## src/rtl/hsu_map.vh

```
// Register map, field positions, reset values and timing for the host serial port.
// Assumes an 8-bit special-function register port with a byte address.
`ifndef HSU_MAP_VH
`define HSU_MAP_VH

`define HSU_ADDR_STA 8'hAB
`define HSU_ADDR_CTR 8'hAC
`define HSU_ADDR_PRE 8'hAD
`define HSU_ADDR_CNT 8'hAE
`define HSU_ADDR_FIFO_DATA_PORT 8'hA2

`define SERIAL_STATUS_FLAGS_FER 0
`define SERIAL_STATUS_FLAGS_OVR 1
`define SERIAL_STATUS_FLAGS_FER_EN 2
`define SERIAL_STATUS_FLAGS_OVR_EN 3
`define SERIAL_STATUS_FLAGS_NOPRE 4
`define SERIAL_STATUS_FLAGS_SETBIT 7
`define SERIAL_STATUS_FLAGS_RW_MASK 8'h1F

`define SERIAL_CONTROL_GATE_N 0
`define SERIAL_CONTROL_RX_EN 1
`define SERIAL_CONTROL_TX_EN 2
`define SERIAL_CONTROL_RX_STOP 3
`define SERIAL_CONTROL_TX_STOP_LO 4
`define SERIAL_CONTROL_TX_STOP_HI 5
`define SERIAL_CONTROL_REARM 6
`define SERIAL_CONTROL_WAKE_ARM 7

`define SERIAL_STATUS_FLAGS_RESET 8'h00
`define SERIAL_CONTROL_RESET 8'h01
`define HSU_PRE_RESET 8'h18
`define BAUD_DIVIDER_COUNT_RESET 8'h10

`define HSU_WAKE_COUNT 3'h5
`define HSU_FIFO_WIDTH 8
`define HSU_FIFO_DEPTH 32
`define HSU_FIFO_AW 5
`define HSU_CLK_KHZ 125000
`define HSU_REF_KHZ 27120
`define HSU_MAX_KBPS 1288

`endif

```

## src/rtl/hsu_fifo.v

```verilog
// Flip-flop FIFO with valid and ready on both sides.
// Assumes one clock and an asynchronous active-low reset.
`timescale 1ns/1ps
module hsu_fifo #(
   parameter WIDTH = 8,
   parameter DEPTH = 32,
   parameter AW = 5
)
(
   input wire i_clk,
   input wire i_nrst,
   input wire i_flush,
   input wire [WIDTH-1:0] i_in_data,
   input wire i_in_valid,
   output wire o_in_ready,
   output wire [WIDTH-1:0] o_out_data,
   output wire o_out_valid,
   input wire i_out_ready
);
   reg [WIDTH-1:0] mem_r [0:DEPTH-1];
   reg [AW-1:0] wr_r;
   reg [AW-1:0] rd_r;
   reg [AW:0] cnt_r;
   wire push;
   wire pop;

   assign o_in_ready = (cnt_r != DEPTH[AW:0]);
   assign o_out_valid = (cnt_r != {(AW+1){1'b0}});
   assign o_out_data = mem_r[rd_r];
   assign push = i_in_valid & o_in_ready;
   assign pop = o_out_valid & i_out_ready;

   always @(posedge i_clk)
   begin
      if (push)
      begin
         mem_r[wr_r] <= i_in_data;
      end
   end

   always @(posedge i_clk or negedge i_nrst)
   begin
      if (!i_nrst)
      begin
         wr_r <= {AW{1'b0}};
         rd_r <= {AW{1'b0}};
         cnt_r <= {(AW+1){1'b0}};
      end
      else if (i_flush)
      begin
         wr_r <= {AW{1'b0}};
         rd_r <= {AW{1'b0}};
         cnt_r <= {(AW+1){1'b0}};
      end
      else
      begin
         if (push)
         begin
            wr_r <= (wr_r == DEPTH[AW-1:0] - 1'b1) ? {AW{1'b0}} : wr_r + 1'b1;
         end
         if (pop)
         begin
            rd_r <= (rd_r == DEPTH[AW-1:0] - 1'b1) ? {AW{1'b0}} : rd_r + 1'b1;
         end
         if (push & ~pop)
         begin
            cnt_r <= cnt_r + 1'b1;
         end
         else if (pop & ~push)
         begin
            cnt_r <= cnt_r - 1'b1;
         end
      end
   end
endmodule

```

## src/rtl/hsu_uart.v

```verilog
// Host serial port: registers, baud generator, transmitter, receiver with
// holding FIFO, preamble filter, wake counter and error flags.
// Assumes an 8-bit register port synchronous to i_clk, a FIFO manager with
// valid/accept handshakes, and serial input already synchronous to i_clk.
`timescale 1ns/1ps
`include "hsu_map.vh"
module hsu_uart
(
   input wire i_clk,
   input wire i_nrst,
   input wire [7:0] i_addr,
   input wire i_wr,
   input wire i_rd,
   input wire [7:0] i_wdata,
   output reg [7:0] o_rdata,
   input wire i_cpu_irq_gate,
   input wire i_rx,
   output reg o_tx,
   output reg o_fifo_valid,
   output reg [7:0] o_fifo_data,
   input wire i_fifo_accept,
   output reg o_wake_request,
   output reg o_irq
);
   localparam TX_IDLE = 4'b0001;
   localparam TX_START = 4'b0010;
   localparam TX_DATA = 4'b0100;
   localparam TX_STOP = 4'b1000;
   localparam RX_IDLE = 4'b0001;
   localparam RX_START = 4'b0010;
   localparam RX_DATA = 4'b0100;
   localparam RX_STOP = 4'b1000;
   // Reference rate increment per system clock, fixed-point 16 bits
   localparam integer REF_STEP_I = (`HSU_REF_KHZ * 65536) / `HSU_CLK_KHZ;
   localparam [16:0] REF_STEP = REF_STEP_I[16:0];

   reg [7:0] sta_r;
   reg [7:0] ctr_r;
   reg [7:0] pre_r;
   reg [7:0] cnt_r;
   reg [7:0] txbuf_r;
   reg txbuf_full_r;
   reg [16:0] ref_acc_r;
   reg [7:0] pre_cnt_r;
   reg [3:0] tx_state_r;
   reg [7:0] tx_baud_r;
   reg [7:0] tx_sh_r;
   reg [2:0] tx_bit_r;
   reg [1:0] tx_stop_r;
   reg [3:0] rx_state_r;
   reg [7:0] rx_baud_r;
   reg [7:0] rx_sh_r;
   reg [2:0] rx_bit_r;
   reg rx_stop_r;
   reg rx_prev_r;
   reg [2:0] wake_cnt_r;
   reg filt_armed_r;
   reg [1:0] filt_seen_r;
   reg rx_push_r;
   reg [7:0] rx_byte_r;

   wire gate_on = ctr_r[`SERIAL_CONTROL_GATE_N];
   wire ref_tick = ref_acc_r[16];
   wire sta_sel = i_addr == `HSU_ADDR_STA;
   wire ctr_sel = i_addr == `HSU_ADDR_CTR;
   wire data_wr = i_wr & (i_addr == `HSU_ADDR_FIFO_DATA_PORT);
   wire [7:0] pre_mask;
   wire baud_tick;
   wire fifo_in_ready;
   wire [7:0] fifo_out_data;
   wire fifo_out_valid;
   wire rx_done;
   wire rx_fer;
   wire pass_byte;
   wire fifo_pop;
   reg [7:0] sta_nxt;

   // Prescaler exponent 0..8 from the low nibble; larger values clamp to 256
   function [7:0] pre_mask_of;
      input [7:0] p;
      begin
         pre_mask_of = (p[3:0] >= 4'h8) ? 8'hFF : ((8'h01 << p[3:0]) - 8'h01);
      end
   endfunction

   assign pre_mask = pre_mask_of(pre_r);
   assign baud_tick = gate_on & ref_tick & ((pre_cnt_r & pre_mask) == 8'h00);

   // Reference clock emulation by phase accumulator
   always @(posedge i_clk or negedge i_nrst)
   begin
      if (!i_nrst)
      begin
         ref_acc_r <= 17'h00000;
         pre_cnt_r <= 8'h00;
      end
      else if (!gate_on)
      begin
         ref_acc_r <= 17'h00000;
         pre_cnt_r <= 8'h00;
      end
      else
      begin
         ref_acc_r <= {1'b0, ref_acc_r[15:0]} + REF_STEP;
         if (ref_tick)
         begin
            pre_cnt_r <= pre_cnt_r + 8'h01;
         end
      end
   end

   // Register port
   always @*
   begin
      sta_nxt = sta_r;
      if (i_wr & sta_sel)
      begin
         if (i_wdata[`SERIAL_STATUS_FLAGS_SETBIT])
         begin
            sta_nxt = sta_r | (i_wdata & `SERIAL_STATUS_FLAGS_RW_MASK);
         end
         else
         begin
            sta_nxt = sta_r & ~(i_wdata & `SERIAL_STATUS_FLAGS_RW_MASK);
         end
      end
      // Hardware set wins over a clear in the same cycle
      if (rx_done & rx_fer)
      begin
         sta_nxt[`SERIAL_STATUS_FLAGS_FER] = 1'b1;
      end
      if (rx_done & ~rx_fer & pass_byte & ~fifo_in_ready)
      begin
         sta_nxt[`SERIAL_STATUS_FLAGS_OVR] = 1'b1;
      end
   end

   always @(posedge i_clk or negedge i_nrst)
   begin
      if (!i_nrst)
      begin
         sta_r <= `SERIAL_STATUS_FLAGS_RESET;
         ctr_r <= `SERIAL_CONTROL_RESET;
         pre_r <= `HSU_PRE_RESET;
         cnt_r <= `BAUD_DIVIDER_COUNT_RESET;
         o_rdata <= 8'h00;
         o_irq <= 1'b0;
      end
      else
      begin
         sta_r <= sta_nxt;
         if (i_wr & ctr_sel)
         begin
            ctr_r <= {2'b00, i_wdata[5:0]};
         end
         if (i_wr & (i_addr == `HSU_ADDR_PRE))
         begin
            pre_r <= i_wdata;
         end
         if (i_wr & (i_addr == `HSU_ADDR_CNT))
         begin
            cnt_r <= i_wdata;
         end
         if (i_rd)
         begin
            case (i_addr)
               `HSU_ADDR_STA: o_rdata <= sta_r;
               `HSU_ADDR_CTR: o_rdata <= ctr_r;
               `HSU_ADDR_PRE: o_rdata <= pre_r;
               `HSU_ADDR_CNT: o_rdata <= cnt_r;
               `HSU_ADDR_FIFO_DATA_PORT: o_rdata <= rx_byte_r;
               default: o_rdata <= 8'h00;
            endcase
         end
         o_irq <= i_cpu_irq_gate & ((sta_r[`SERIAL_STATUS_FLAGS_OVR] & sta_r[`SERIAL_STATUS_FLAGS_OVR_EN]) |
                  (sta_r[`SERIAL_STATUS_FLAGS_FER] & sta_r[`SERIAL_STATUS_FLAGS_FER_EN]));
      end
   end

   // Transmitter; one-byte holding register fed by the data port
   always @(posedge i_clk or negedge i_nrst)
   begin
      if (!i_nrst)
      begin
         txbuf_r <= 8'h00;
         txbuf_full_r <= 1'b0;
         tx_state_r <= TX_IDLE;
         tx_baud_r <= 8'h00;
         tx_sh_r <= 8'h00;
         tx_bit_r <= 3'h0;
         tx_stop_r <= 2'h0;
         o_tx <= 1'b1;
      end
      else
      begin
         if (data_wr)
         begin
            txbuf_r <= i_wdata;
            txbuf_full_r <= 1'b1;
         end
         if (gate_on)
         begin
            if (!tx_state_r[0] & baud_tick)
            begin
               tx_baud_r <= (tx_baud_r >= cnt_r - 8'h01) ? 8'h00 : tx_baud_r + 8'h01;
            end
            case (tx_state_r)
               TX_IDLE:
               begin
                  tx_baud_r <= 8'h00;
                  o_tx <= 1'b1;
                  if (txbuf_full_r & ctr_r[`SERIAL_CONTROL_TX_EN] & ~data_wr)
                  begin
                     tx_sh_r <= txbuf_r;
                     txbuf_full_r <= 1'b0;
                     tx_state_r <= TX_START;
                     o_tx <= 1'b0;
                  end
               end
               TX_START:
               begin
                  if (baud_tick & (tx_baud_r >= cnt_r - 8'h01))
                  begin
                     o_tx <= tx_sh_r[0];
                     tx_bit_r <= 3'h0;
                     tx_state_r <= TX_DATA;
                  end
               end
               TX_DATA:
               begin
                  if (baud_tick & (tx_baud_r >= cnt_r - 8'h01))
                  begin
                     tx_sh_r <= {1'b0, tx_sh_r[7:1]};
                     if (tx_bit_r == 3'h7)
                     begin
                        o_tx <= 1'b1;
                        tx_stop_r <= ctr_r[5:4];
                        tx_state_r <= TX_STOP;
                     end
                     else
                     begin
                        o_tx <= tx_sh_r[1];
                        tx_bit_r <= tx_bit_r + 3'h1;
                     end
                  end
               end
               TX_STOP:
               begin
                  if (baud_tick & (tx_baud_r >= cnt_r - 8'h01))
                  begin
                     if (tx_stop_r == 2'h0)
                     begin
                        tx_state_r <= TX_IDLE;
                     end
                     else
                     begin
                        tx_stop_r <= tx_stop_r - 2'h1;
                     end
                  end
               end
               default: tx_state_r <= TX_IDLE;
            endcase
         end
      end
   end

   // Receiver: samples at mid-bit of counter period
   wire rx_half = baud_tick & (rx_baud_r == {1'b0, cnt_r[7:1]});
   wire rx_wrap = baud_tick & (rx_baud_r >= cnt_r - 8'h01);
   // Any low stop bit ends the character, first of two included
   assign rx_done = rx_state_r[3] & rx_half & (~rx_stop_r | rx_fer);
   assign rx_fer = ~i_rx;
   assign pass_byte = sta_r[`SERIAL_STATUS_FLAGS_NOPRE] | ~filt_armed_r | (filt_seen_r == 2'h3);

   always @(posedge i_clk or negedge i_nrst)
   begin
      if (!i_nrst)
      begin
         rx_state_r <= RX_IDLE;
         rx_baud_r <= 8'h00;
         rx_sh_r <= 8'h00;
         rx_bit_r <= 3'h0;
         rx_stop_r <= 1'b0;
         filt_armed_r <= 1'b0;
         filt_seen_r <= 2'h0;
         rx_push_r <= 1'b0;
      end
      else
      begin
         rx_push_r <= 1'b0;
         if (i_wr & ctr_sel & i_wdata[`SERIAL_CONTROL_REARM])
         begin
            filt_armed_r <= 1'b1;
            filt_seen_r <= 2'h0;
         end
         if (gate_on)
         begin
            if (!rx_state_r[0] & baud_tick)
            begin
               rx_baud_r <= rx_wrap ? 8'h00 : rx_baud_r + 8'h01;
            end
            case (rx_state_r)
               RX_IDLE:
               begin
                  rx_baud_r <= 8'h00;
                  if (~i_rx & ctr_r[`SERIAL_CONTROL_RX_EN])
                  begin
                     rx_state_r <= RX_START;
                  end
               end
               RX_START:
               begin
                  if (rx_half)
                  begin
                     rx_state_r <= i_rx ? RX_IDLE : RX_DATA;
                     rx_bit_r <= 3'h0;
                  end
               end
               RX_DATA:
               begin
                  if (rx_half)
                  begin
                     rx_sh_r <= {i_rx, rx_sh_r[7:1]};
                     if (rx_bit_r == 3'h7)
                     begin
                        rx_stop_r <= ctr_r[`SERIAL_CONTROL_RX_STOP];
                        rx_state_r <= RX_STOP;
                     end
                     rx_bit_r <= rx_bit_r + 3'h1;
                  end
               end
               RX_STOP:
               begin
                  if (rx_half)
                  begin
                     if (rx_fer)
                     begin
                        rx_state_r <= RX_IDLE;
                     end
                     else if (rx_stop_r)
                     begin
                        rx_stop_r <= 1'b0;
                     end
                     else
                     begin
                        rx_state_r <= RX_IDLE;
                        if (pass_byte)
                        begin
                           rx_push_r <= fifo_in_ready;
                        end
                        else if (filt_seen_r == 2'h2)
                        begin
                           filt_seen_r <= (rx_sh_r == 8'hFF) ? 2'h3 :
                                          2'h2 & {2{rx_sh_r == 8'h00}};
                        end
                        else
                        begin
                           filt_seen_r <= (rx_sh_r == 8'h00) ? filt_seen_r + 2'h1 : 2'h0;
                        end
                     end
                  end
               end
               default: rx_state_r <= RX_IDLE;
            endcase
         end
      end
   end

   // Holding FIFO between shift register and FIFO manager
   hsu_fifo #(
      .WIDTH(`HSU_FIFO_WIDTH),
      .DEPTH(`HSU_FIFO_DEPTH),
      .AW(`HSU_FIFO_AW)
   ) u_rx_fifo (
      .i_clk(i_clk),
      .i_nrst(i_nrst),
      .i_flush(1'b0),
      .i_in_data(rx_sh_r),
      .i_in_valid(rx_push_r),
      .o_in_ready(fifo_in_ready),
      .o_out_data(fifo_out_data),
      .o_out_valid(fifo_out_valid),
      .i_out_ready(fifo_pop)
   );

   assign fifo_pop = fifo_out_valid & (~o_fifo_valid | i_fifo_accept);

   always @(posedge i_clk or negedge i_nrst)
   begin
      if (!i_nrst)
      begin
         o_fifo_valid <= 1'b0;
         o_fifo_data <= 8'h00;
         rx_byte_r <= 8'h00;
         rx_prev_r <= 1'b1;
         wake_cnt_r <= 3'h0;
         o_wake_request <= 1'b0;
      end
      else
      begin
         if (fifo_pop)
         begin
            o_fifo_valid <= 1'b1;
            o_fifo_data <= fifo_out_data;
            rx_byte_r <= fifo_out_data;
         end
         else if (i_fifo_accept)
         begin
            o_fifo_valid <= 1'b0;
         end
         rx_prev_r <= i_rx;
         if (i_wr & ctr_sel & i_wdata[`SERIAL_CONTROL_WAKE_ARM])
         begin
            wake_cnt_r <= 3'h0;
         end
         else if (i_rx & ~rx_prev_r & (wake_cnt_r != `HSU_WAKE_COUNT))
         begin
            wake_cnt_r <= wake_cnt_r + 3'h1;
         end
         o_wake_request <= (wake_cnt_r == `HSU_WAKE_COUNT);
      end
   end
endmodule

```

## config.mk

```make
export PLATFORM = sky130hd
export DESIGN_NAME = hsu_uart
export DESIGN_NICKNAME = d
export VERILOG_FILES = /design/src/rtl/hsu_fifo.v /design/src/rtl/hsu_uart.v
export VERILOG_INCLUDE_DIRS = /design/src /design/src/rtl
export SDC_FILE = /design/constraint.sdc
export NUM_CORES = 1
export LEC_CHECK = 0
export BUFFER_PORTS_ARGS = -buffer_cell sky130_fd_sc_hd__clkbuf_2
export CAP_MARGIN = 5
export CORE_MARGIN = 2
export CORE_UTILIZATION = 47
export CTS_BUF_LIST = sky130_fd_sc_hd__clkbuf_4
export CTS_CLUSTER_DIAMETER = 120
export DETAILED_ROUTE_END_ITERATION = 7
export PLACE_DENSITY = 0.65
export SLEW_MARGIN = 20
export SYNTH_ARGS = -nofsm -noshare
export SYNTH_HDL_FRONTEND = slang
export SYNTH_SLANG_ARGS = --single-unit
```

## constraint.sdc

```tcl
create_clock -name i_clk -period 2.9 [get_ports i_clk]
set_input_delay 0.87 -clock i_clk [delete_from_list [all_inputs] [get_ports i_clk]]
set_output_delay 0.87 -clock i_clk [all_outputs]
set_load 0.005 [all_outputs]
```

Word level (Yosys, flattened, before mapping)

Memory sizes are Yosys's and may differ from the RTL's. A register that Yosys moved wholly into a read port is not among the register bits.
Cells that the tools add are included.

Shifts and indexed selects: 1
Equal/unequal tests: 40
Reductions and logical operators: 31
Magnitude comparators: 3
Muxes and demuxes: 86
Add/subtract/negate cells: 15
Bitwise gates (word level): 51
Multipliers: 0
Div/mod/pow operators: 0

Operators with widths:

| operator                                          | count |
|---|---|
| 2-to-1 mux 8 bit                                  | 12 |
| 2-to-1 mux 4 bit                                  | 13 |
| equality test 8 bit (second input constant)       | 6 |
| one-hot mux 8 bit (5 select lines)                | 1 |
| AND 1 bit                                         | 33 |
| one-hot mux 4 bit (4 select lines)                | 2 |
| 2-to-1 mux 2 bit                                  | 15 |
| inequality test 2 bit (second input constant)     | 14 |
| adder 8 x 1 -> 8 bit (second input constant)      | 3 |
| 2-to-1 mux 1 bit                                  | 24 |
| 2-to-1 mux 3 bit                                  | 8 |
| nonzero test 2 bit                                | 12 |
| adder 16 x 14 -> 17 bit (second input constant)   | 1 |
| 2-to-1 mux 17 bit                                 | 1 |
| AND 8 bit                                         | 2 |
| >= comparator 8 bit                               | 2 |
| zero test 8 bit                                   | 2 |
| one-hot mux 8 bit (2 select lines)                | 1 |
| subtractor 8 x 1 -> 8 bit (second input constant) | 2 |
| AND reduction 7 bit                               | 2 |
| 2-to-1 mux 6 bit                                  | 2 |
| one-hot mux 3 bit (2 select lines)                | 2 |
| AND reduction 4 bit                               | 3 |
| AND reduction 6 bit                               | 2 |
| 34 further kinds                                  | 62 |

Memory bits (writable): 256
Output and inout port bits: 20
Memories: 1
Latch bits: 0
Input port bits: 23
Logic and storage cells: 261
Bits in read-only memories: 0
Register bits after elaboration: 149

Memories:

| memory          | depth | bits a word | rd ports | clocked after Yosys merged registers in | write ports | RTL line      | RTL |
|---|---|---|---|---|---|---|---|
| u_rx_fifo.mem_r | 32    | 8           | 1        | 1                                       | 1           | hsu_fifo.v:20 | `reg [WIDTH-1:0] mem_r [0:DEPTH-1];` |

Depth between registers and ports, before layout

Gate-level depths: netlist of run 1.

Depth in word-level cells: 13
Gate-level depth with buffers: 13
Gate-level depth less buffers: 13

By module

From an unflattened synthesis of run 1, not the netlist that was laid out.

Cells, all modules: 1254
Area, all modules: 18509.0 um^2

Modules (own cells, without submodules):

| module   | instances | cells each | sequential area each (um^2) | area each (um^2) |
|---|---|---|---|---|
| hsu_fifo | 1         | 526        | 8087.8                      | 10979.3 |
| hsu_uart | 1         | 728        | 3438.3                      | 7529.7 |

Worst setup path before layout of run 1

No wires, ideal clock.

Path kind: input -> register
Start: input i_fifo_accept
End: register u_rx_fifo.cnt_r[5]
Stages: 12
Path slack: -0.235 ns
Library setup time: 0.130 ns
Buffers on the path: 1
Arrival: 3.004 ns
Required time: 2.770 ns
Path through: nand2b_1 > o21ai_1 > clkbuf_1 > ha_1 > inv_1 > ha_1 > a21o_1 > a21oi_1 > o21bai_1 > mux2i_1 > o211ai_1 > xor2_1

Longest elaborated chain between the ends: 6
Elaborated cells between the ends (all ways): 8
Classes of those cells: mux: 1; bitwise: 6; reduce/logical: 1

Ends and longest elaborated chain:

| element                                                | RTL line       | RTL |
|---|---|---|
| start: declaration                                     | hsu_uart.v:21  | `input wire i_fifo_accept,` |
| OR 1 bit (*)                                           | hsu_uart.v:386 | `assign fifo_pop = fifo_out_valid & (~o_fifo_valid \| i_fifo_accept);` |
| AND 1 bit (*)                                          | hsu_uart.v:386 |  |
| AND 1 bit (*)                                          | hsu_fifo.v:31  | `assign pop = o_out_valid & i_out_ready;` |
| NOT 1 bit                                              | hsu_fifo.v:65  | `if (push & ~pop)` |
| AND 1 bit                                              | hsu_fifo.v:65  |  |
| 2-to-1 mux 6 bit or nonzero test 2 bit (tied branches) | --             |  |
| end signal: assignment                                 | hsu_fifo.v:47  | `cnt_r <= {(AW+1){1'b0}};` |
| end signal: assignment                                 | hsu_fifo.v:67  | `cnt_r <= cnt_r + 1'b1;` |
| end signal: assignment                                 | hsu_fifo.v:71  | `cnt_r <= cnt_r - 1'b1;` |
| end: declaration                                       | hsu_fifo.v:23  | `reg [AW:0] cnt_r;` |

Every way passes the cells marked *; elsewhere a longest branch is shown, timed or not.
A chain may end at the register's enable or synchronous reset.

Worst setup path in the final report of run 1

Start: register cnt_r[5]
End: register tx_baud_r[6]

Longest elaborated chain between the ends: 5

Ends and longest elaborated chain:

| element                   | RTL line       | RTL |
|---|---|---|
| start: declaration        | hsu_uart.v:40  | `reg [7:0] cnt_r;` |
| start signal: assignment  | hsu_uart.v:145 | `` cnt_r <= `BAUD_DIVIDER_COUNT_RESET; `` |
| start signal: assignment  | hsu_uart.v:162 | `cnt_r <= i_wdata;` |
| subtractor 8 x 1 -> 8 bit | hsu_uart.v:205 | `tx_baud_r <= (tx_baud_r >= cnt_r - 8'h01) ? 8'h00 : tx_baud_r + 8'h01;` |
| >= comparator 8 bit       | hsu_uart.v:205 |  |
| 2-to-1 mux 8 bit          | hsu_uart.v:205 |  |
| 2-to-1 mux 8 bit          | hsu_uart.v:203 | `if (!tx_state_r[0] & baud_tick)` |
| 2-to-1 mux 8 bit          | hsu_uart.v:207 | `case (tx_state_r)` |
| end signal: assignment    | hsu_uart.v:205 |  |
| end: declaration          | hsu_uart.v:46  | `reg [7:0] tx_baud_r;` |

Every way passes these cells. The select of a mux whose other input is x is not followed.

==> results.md, run 1 <==
* Status: finished, violations left
* Failing checks: setup timing
* Fin. Hold Viols at 0
* Max-slew violations at 0
* Rel. slew slack at 48.8%
* Longest Clk Path Bufs at 3
* PnR worst setup slack at -16.8 ps
* GRT Total Usage at 21.0%
* Total gr overflow at 0
* Post-route clock period utilization at 101%
* Synth Cell Area at 0.0181 sq mm
* WS Path Type: reg -> reg
* Vias at 11400
* TritonCTS buffer count at 104
* Nets at 1508
* Async SR Flop Fraction at 37.4%
* Largest net degree at the start of global routing at 55
* Clk_lat worst skew at 820 ps
* Mapped Cells at 1220
* Tmin final at 2920 ps
* First-pass detailed-route iteration total at 6
* Ratio of cells with drive above 1 in the final layout at 34.0%
* Startpoint of the worst register-to-register path: cnt_r[5]
* Post-synth top area cell: edfxtp_1
* Clock Skew at 62.4 ps
* Die X at 200 um
* Critical path startpoint: cnt_r[5]
* Die area at 0.0401 sq mm
* Core Rows at 71
* Final setup vio count at 1
* Via/cell ratio at 5.60
* Top flop regs: u_rx_fifo.mem_r (256), ref_acc_r (16)
* HP Class: in -> async
* RSZ-0062 raised after global routing: true
* Post-synthesis sequential area ratio at 63.6%
* Area grow syn2layout at 18.2%
* DP Worst Slack at -92.0 ps
* Max IR drop VDD at 0.227 mV
* Most flops, register: u_rx_fifo.mem_r
* CTS Hold Bufs at 0
* TritonCTS clock tree: done
* Buffers added on ports at 42
* Req. time, crit path at 3590 ps
* Chip height at 200 um
* Main flop type after synthesis: edfxtp_1
* CP Launch Type: register
* Leak pwr at 7.53 nW
* Dpl cells at 1833
* Clock Power Share at 41.2%
* Routability Congestion at 0.869
* Initial Utilization at 47.9%
* Top cells by area, synth: edfxtp_1, dfrtp_1, mux4_2
* Clock sink total at 409
* Count of cell types in the netlist at 78
* Slew @ Worst Pin at 758 ps
* Clk slew on worst S/H paths at 80 ps
* CP endpoint kind: register
* Syn nets at 1287
* FMAX at 343 MHz
* Syn Area/Cell at 14.9 sq um
* Seq pwr share at 53.0%
* Non-Filler Instances at 2040
* Synth Warn # at 0
* WL final at 41.9 mm
* DRT antenna net count at 0
* Root Driver: clkbuf_4
* Post-synth EDFFs at 256
* First-pass GRT wire length at 65.4 mm
* Net Sw Power at 0.00285 W
* Crit path max fanout at 7
* Core ar. at 0.0378 sq mm
* Drt wl/cell at 20.5 um
* Post-DP HPWL at 27.2 mm
* IO Count at 43
* Switching fraction of total power at 23.7%
* Gate power share at 5.9%
* H-tree lvl count at 3
* Number of global-route vias before repair at 11500
* Synth Register Bits at 409
* Max FFs per register at 256
* Drt drc at 0
* Power density over cell area at 560 mW/mm^2
* DRT iter0 DRCs at 990
* Top-area cell type share of the netlist area at 42.4%
* Critical Path AT at 3610 ps
* P_int at 0.00914 W
* Initial antenna violation count at 2
* Max_cap viols at 0
-- repair_timing --
action,CTS,global route
buffers inserted,5,9
pin swaps,6,22
endpoints found under the setup margin,16,51
gates cloned,0,0
resized for setup,9,46
-- placed cells by master (no fill, tap or decap), types with 24 or more instances in the layout --
master	netlist	layout
edfxtp_1	256	256
clkbuf_4	0	158
dfrtp_1	145	143
buf_4	1	114
mux4_2	80	80
nor2_1	78	78
nand2_1	75	73
o21ai_0	61	55
ha_1	43	42
clkbuf_2	1	41
mux2_2	45	37
inv_1	37	36
nand3_1	33	32
xnor2_1	32	31
clkinv_1	1	24
-- power groups by stage --
stage | Sequential, W | Clock (W) | Combinational (W)
global placement | 0.00646 | 0 | 0.000657
detailed placement | 0.00646 | 0 | 0.000674
global route | 0.00636 | 0.00540 | 0.000790
floorplan | 0.00642 | 0 | 0.000432
CTS | 0.00635 | 0.00509 | 0.000683
finish | 0.00635 | 0.00494 | 0.000702
-- worst max-delay path: stages, from the launching register on --
cell and delay (ps):
dfrtp_1 390, or4_4 560, nor4_4 260, xnor2_2 160, ha_1 270, buf_4 130
a221o_2 400, buf_4 190, o31ai_1 220, o21ai_0 140, o31ai_2 90
-- per-layer routing --
layer	global-route usage [%]	vias up	wire, um
met4	6.88	0	767
met1	29.1	5805	18400
met2	33.5	349	20200
met3	4.44	68	2490
met5	0	-	0
li1	-	5212	-
-- Yosys cell counts (3+ instances only) --
cell type    n
nor4b_1      6
a211o_1      5
a21oi_1     16
a22oi_1      8
o21ai_0     61
nand4_1      9
o31ai_1     14
a211oi_1     4
and2_1      16
nand3b_1     5
edfxtp_1   256
nor3b_1      5
buf_1        5
mux2_2      45
nor2b_1     11
ha_1        43
xnor2_1     32
clkbuf_1    34
inv_1       37
nor2_1      78
o22ai_1     14
or4_1        5
or3b_2       3
o211ai_1     3
and3_1      13
dfrtp_1    145
buf_2       10
nand3_1     33
a21o_1      11
o41ai_1      3
mux2i_1     16
nand2_1     75
dfstp_2      8
nor3_1      16
a31oi_1      6
a21boi_0     5
a2bb2oi_1    8
xor2_1       8
nand2b_1     9
or3_1        7
mux4_2      80
nor4_1       3
a222oi_1     7
-- logic make-up (layout without fill, tap and decap cells) --
family          count (synthesis)  count (layout)  share of synthesized area [%]
mux                           141             141                           13.6
other cells                     0               2                              0
flops                         409             409                           63.6
compound gates                188             188                           7.09
buf+inv                        91             398                           2.06
fa+ha+maj                      44              44                           3.08
xor+xnor                       40              40                           1.93
simple gates                  307             307                           8.62
-- final cells by class --
class	count	area, sq um
fillers	3093	16400
flip-flops and latches	409	11500
multi-input cells	720	6470
repair buffers	168	1270
clock buffers	158	1190
well taps	511	639
clock inverters	34	183
inverters	38	143
diodes	2	5.00
-- metrics by stage --
stage / TNS (ps) / power, W / hold slack, ps / instance area (sq um) / utilization [%]
6_report: -16.8 / 0.0120 / 41.4 / 21400 / 56.6
2_1_floorplan: -47.5 / 0.00685 / 425 / 18100 / -
5_1_grt: -2090 / 0.0125 / 17.8 / 21400 / 56.6
3_3_place_gp: -0.658 / 0.00712 / 447 / 19700 / 52.1
4_1_cts: -241 / 0.0121 / 6.42 / 21200 / 55.9
3_5_place_dp: -706 / 0.00714 / 451 / 19700 / 52.1
-- worst paths after layout --
check | endpoint | slack (ps) | cells after the start
min in group i_clk | rx_prev_r | 300 | 1
worst max register to register | tx_baud_r[6] | -20 | 10
worst max-delay path | tx_baud_r[6] | -20 | 10
max in group asynchronous | rx_state_r[0] | 2150 | 2
worst min-delay path | tx_sh_r[3] | 40 | 1
worst min register to register | ref_acc_r[1] | 460 | 1
No activity file was read; power rests on OpenSTA's default activity.
==> run 2: changes to the inputs <==
--- a/config.mk
+++ b/config.mk
@@ -8,12 +8,11 @@
 export LEC_CHECK = 0
 export BUFFER_PORTS_ARGS = -buffer_cell sky130_fd_sc_hd__clkbuf_2
 export CAP_MARGIN = 5
-export CORE_MARGIN = 2
 export CORE_UTILIZATION = 47
 export CTS_BUF_LIST = sky130_fd_sc_hd__clkbuf_4
 export CTS_CLUSTER_DIAMETER = 120
 export DETAILED_ROUTE_END_ITERATION = 7
-export PLACE_DENSITY = 0.65
+export PLACE_DENSITY = 0.64
 export SLEW_MARGIN = 20
 export SYNTH_ARGS = -nofsm -noshare
 export SYNTH_HDL_FRONTEND = slang
==> run 2 against run 1 <==
Effect of this change: the flow still finishes with violations (setup timing); routed wire length decreased by 1.7%; worst hold slack improved by 190 ps; first-iteration DRC count decreased by 23%; core utilization increased by 0.34 points; cell count about the same; critical path depth decreased by 1; design area increased by 0.61%; flip-flop and latch count unchanged; clock power about the same; worst setup slack got worse by 35 ps; via count decreased by 0.52%; fmax decreased by 1.2%; critical path type unchanged; largest power group unchanged; highest routed layer unchanged.
==> results.md, run 2 (synthesis results as in run 1) <==
* CP endpoint kind: register
* Power density over cell area at 557 mW/mm^2 (-0.40%)
* RSZ-0062 raised after global routing: true
* Longest Clk Path Bufs at 3 (unchanged)
* Routability Congestion at 0.852 (-1.9%)
* Total Power at 0.0120 W (+0.20%)
* Chip height at 198 um (-1.0%)
* Area grow syn2layout at 18.9%
* Die X at 198 um (-1.0%)
* Drt drc at 0 (unchanged)
* Seq. cell area at 0.0115 sq mm (unchanged)
* PnR worst setup slack at -52.0 ps (-35.2 ps)
* FMAX at 339 MHz (-1.2%)
* CP Launch Type: register
* Initial antenna violation count at 2 (unchanged)
* WS Path Type: reg -> reg
* Final setup vio count at 10 (+9)
* Largest net degree at the start of global routing at 53 (-3.6%)
* Fillers at 3092 (-0.032%)
* Total negative slack at -148 ps (-131 ps)
* First-pass GRT wire length at 64.2 mm (-1.8%)
* Clk_lat worst skew at 820 ps (about the same)
* Via/cell ratio at 5.58 (-0.43%)
* HP Class: in -> reg
* Most flops, register: u_rx_fifo.mem_r
* Number of global-route vias before repair at 11400 (-1.0%)
* Max IR drop VDD at 0.379 mV (+67%)
* Clk slew on worst S/H paths at 60 ps (-20 ps)
* CP top delay family: simple AND/OR/NAND/NOR gates
* Core ar. at 0.0378 sq mm (unchanged)
* Failing checks: setup timing
* Slew @ Worst Pin at 703 ps (-54.5 ps)
* Ratio of cells with drive above 1 in the final layout at 35.1% (+1.2 points)
* Max_cap viols at 0 (unchanged)
* GRT Total Usage at 21.8% (+0.75 points)
* Clock sink total at 409 (unchanged)
* Post-route clock period utilization at 102% (+1.2 points)
* Nets at 1510 (+0.13%)
* Core Rows at 71 (unchanged)
* Clock Skew at 54.1 ps (-8.30 ps)
* First-pass detailed-route iteration total at 6 (unchanged)
* Initial Utilization at 47.9% (unchanged)
* Commonest non-fill, non-tap cell in the layout: edfxtp_1
* IO Count at 43 (unchanged)
* WHS at 236 ps (+195 ps)
* Top flop regs: u_rx_fifo.mem_r (256), ref_acc_r (16)
* TritonCTS clock tree: done
* Buffers added on ports at 42 (unchanged)
* DRT antenna net count at 0 (unchanged)
* WL final at 41.2 mm (-1.7%)
* TritonCTS buffer count at 105 (+0.96%)
* H-tree lvl count at 3 (unchanged)
* Max-slew violations at 0 (unchanged)
* Critical Path AT at 3620 ps (about the same)
* Slowest CP cell: or4_4
* WP buf/inv at 0 (-2)
* Die area at 0.0394 sq mm (-2.0%)
* Tmin final at 2950 ps (+35.2 ps)
* Post-DP HPWL at 26.8 mm (-1.6%)
* Req. time, crit path at 3570 ps (-20 ps)
* CP Cell Sequence: or4_4, nor4_4, xnor2_2, ha_1, nand4_1, nor2_1, a221o_2, or3_4, o31ai_2
* Fin. Hold Viols at 0 (unchanged)
* Status: finished, violations left
* Leak pwr at 7.54 nW (+0.13%)
* Total gr overflow at 0 (unchanged)
* Rel. slew slack at 53.0% (+4.2 points)
* DRT iter0 DRCs at 766 (-23%)
* Crit path max fanout at 7 (unchanged)
* Area of the multi-input gates at 0.00655 sq mm (+1.3%)
* Root Driver: clkbuf_4
* Max FFs per register at 256 (unchanged)
* Commonest cells after routing, fill and taps aside: edfxtp_1, clkbuf_4, dfrtp_1
* Vias at 11400 (-0.52%)
* Crit-path max cell delay at 570 ps (about the same)
* Drt wl/cell at 20.2 um (-1.6%)
[run 2: cell count changes in the layout (fill, tap and decap cells not counted), moves of 4 or more]
cell,change
clkbuf_4,+6
o21ai_0,-4
buf_4,-7
clkinv_1,-9
buf_6,+4
[run 2: stage by stage]
stage	worst slack [ps]	instance area (sq um)	cells	utilization (%)
5_1_grt	-164	21600	2038	57.0
3_3_place_gp	-63.5	19700	1833	52.1
3_5_place_dp	-64.2	19700	1833	52.1
4_1_cts	-15.0	21200	2028	56.0
6_report	-52.0	21600	2038	57.0
2_1_floorplan	-33.3	18100	1220	-
[run 2: cell type report]
class | count | share of cell area (%)
antenna | 2 | 0.0232
clock inverter | 25 | 0.668
tap | 511 | 2.97
multi-input combinational | 721 | 30.4
sequential | 409 | 53.5
clock buffer | 164 | 5.71
inverter | 38 | 0.662
timing repair buffer | 168 | 6.08
[run 2: layer usage]
| layer | vias up | track usage (%) | wire length (um) |
|---|---|---|---|
| li1 | 5222 | - | - |
| met1 | 5736 | 28.9 | 17600 |
| met2 | 325 | 35.5 | 20200 |
| met3 | 91 | 4.29 | 2270 |
| met4 | 0 | 8.21 | 1100 |
| met5 | - | 0 | 0 |
[run 2: power by group]
part	switching, W	total (W)	internal (W)
logic	0.000392	0.000713	0.000321
registers	0.000102	0.00634	0.00624
clock network	0.00230	0.00496	0.00265
total	0.00280	0.0120	0.00922
[run 2: path summary, 6_finish.rpt]
path                                      to  slack [ps]         start  cells after the start
worst max-delay path            tx_baud_r[7]         -50      cnt_r[2]                      9
worst min-delay path               rx_prev_r         240          i_rx                      1
min in group asynchronous         tx_sh_r[5]         590        i_nrst                      2
worst max register to register  tx_baud_r[7]         -50      cnt_r[2]                      9
worst min register to register  ref_acc_r[1]         460  ref_acc_r[1]                      1
max in group asynchronous          rx_prev_r        1620        i_nrst                      3
[run 2: what timing repair did]
| action | 4_1_cts | 5_1_grt |
|---|---|---|
| gates resized for setup | 10 | 65 |
| gates cloned | 1 | 0 |
| setup buffers | 4 | 10 |
| hold endpoints to repair | 36 | 0 |
| pin swaps | 6 | 23 |
| hold buffers | 1 | 0 |
| endpoints found under the setup margin | 29 | 52 |
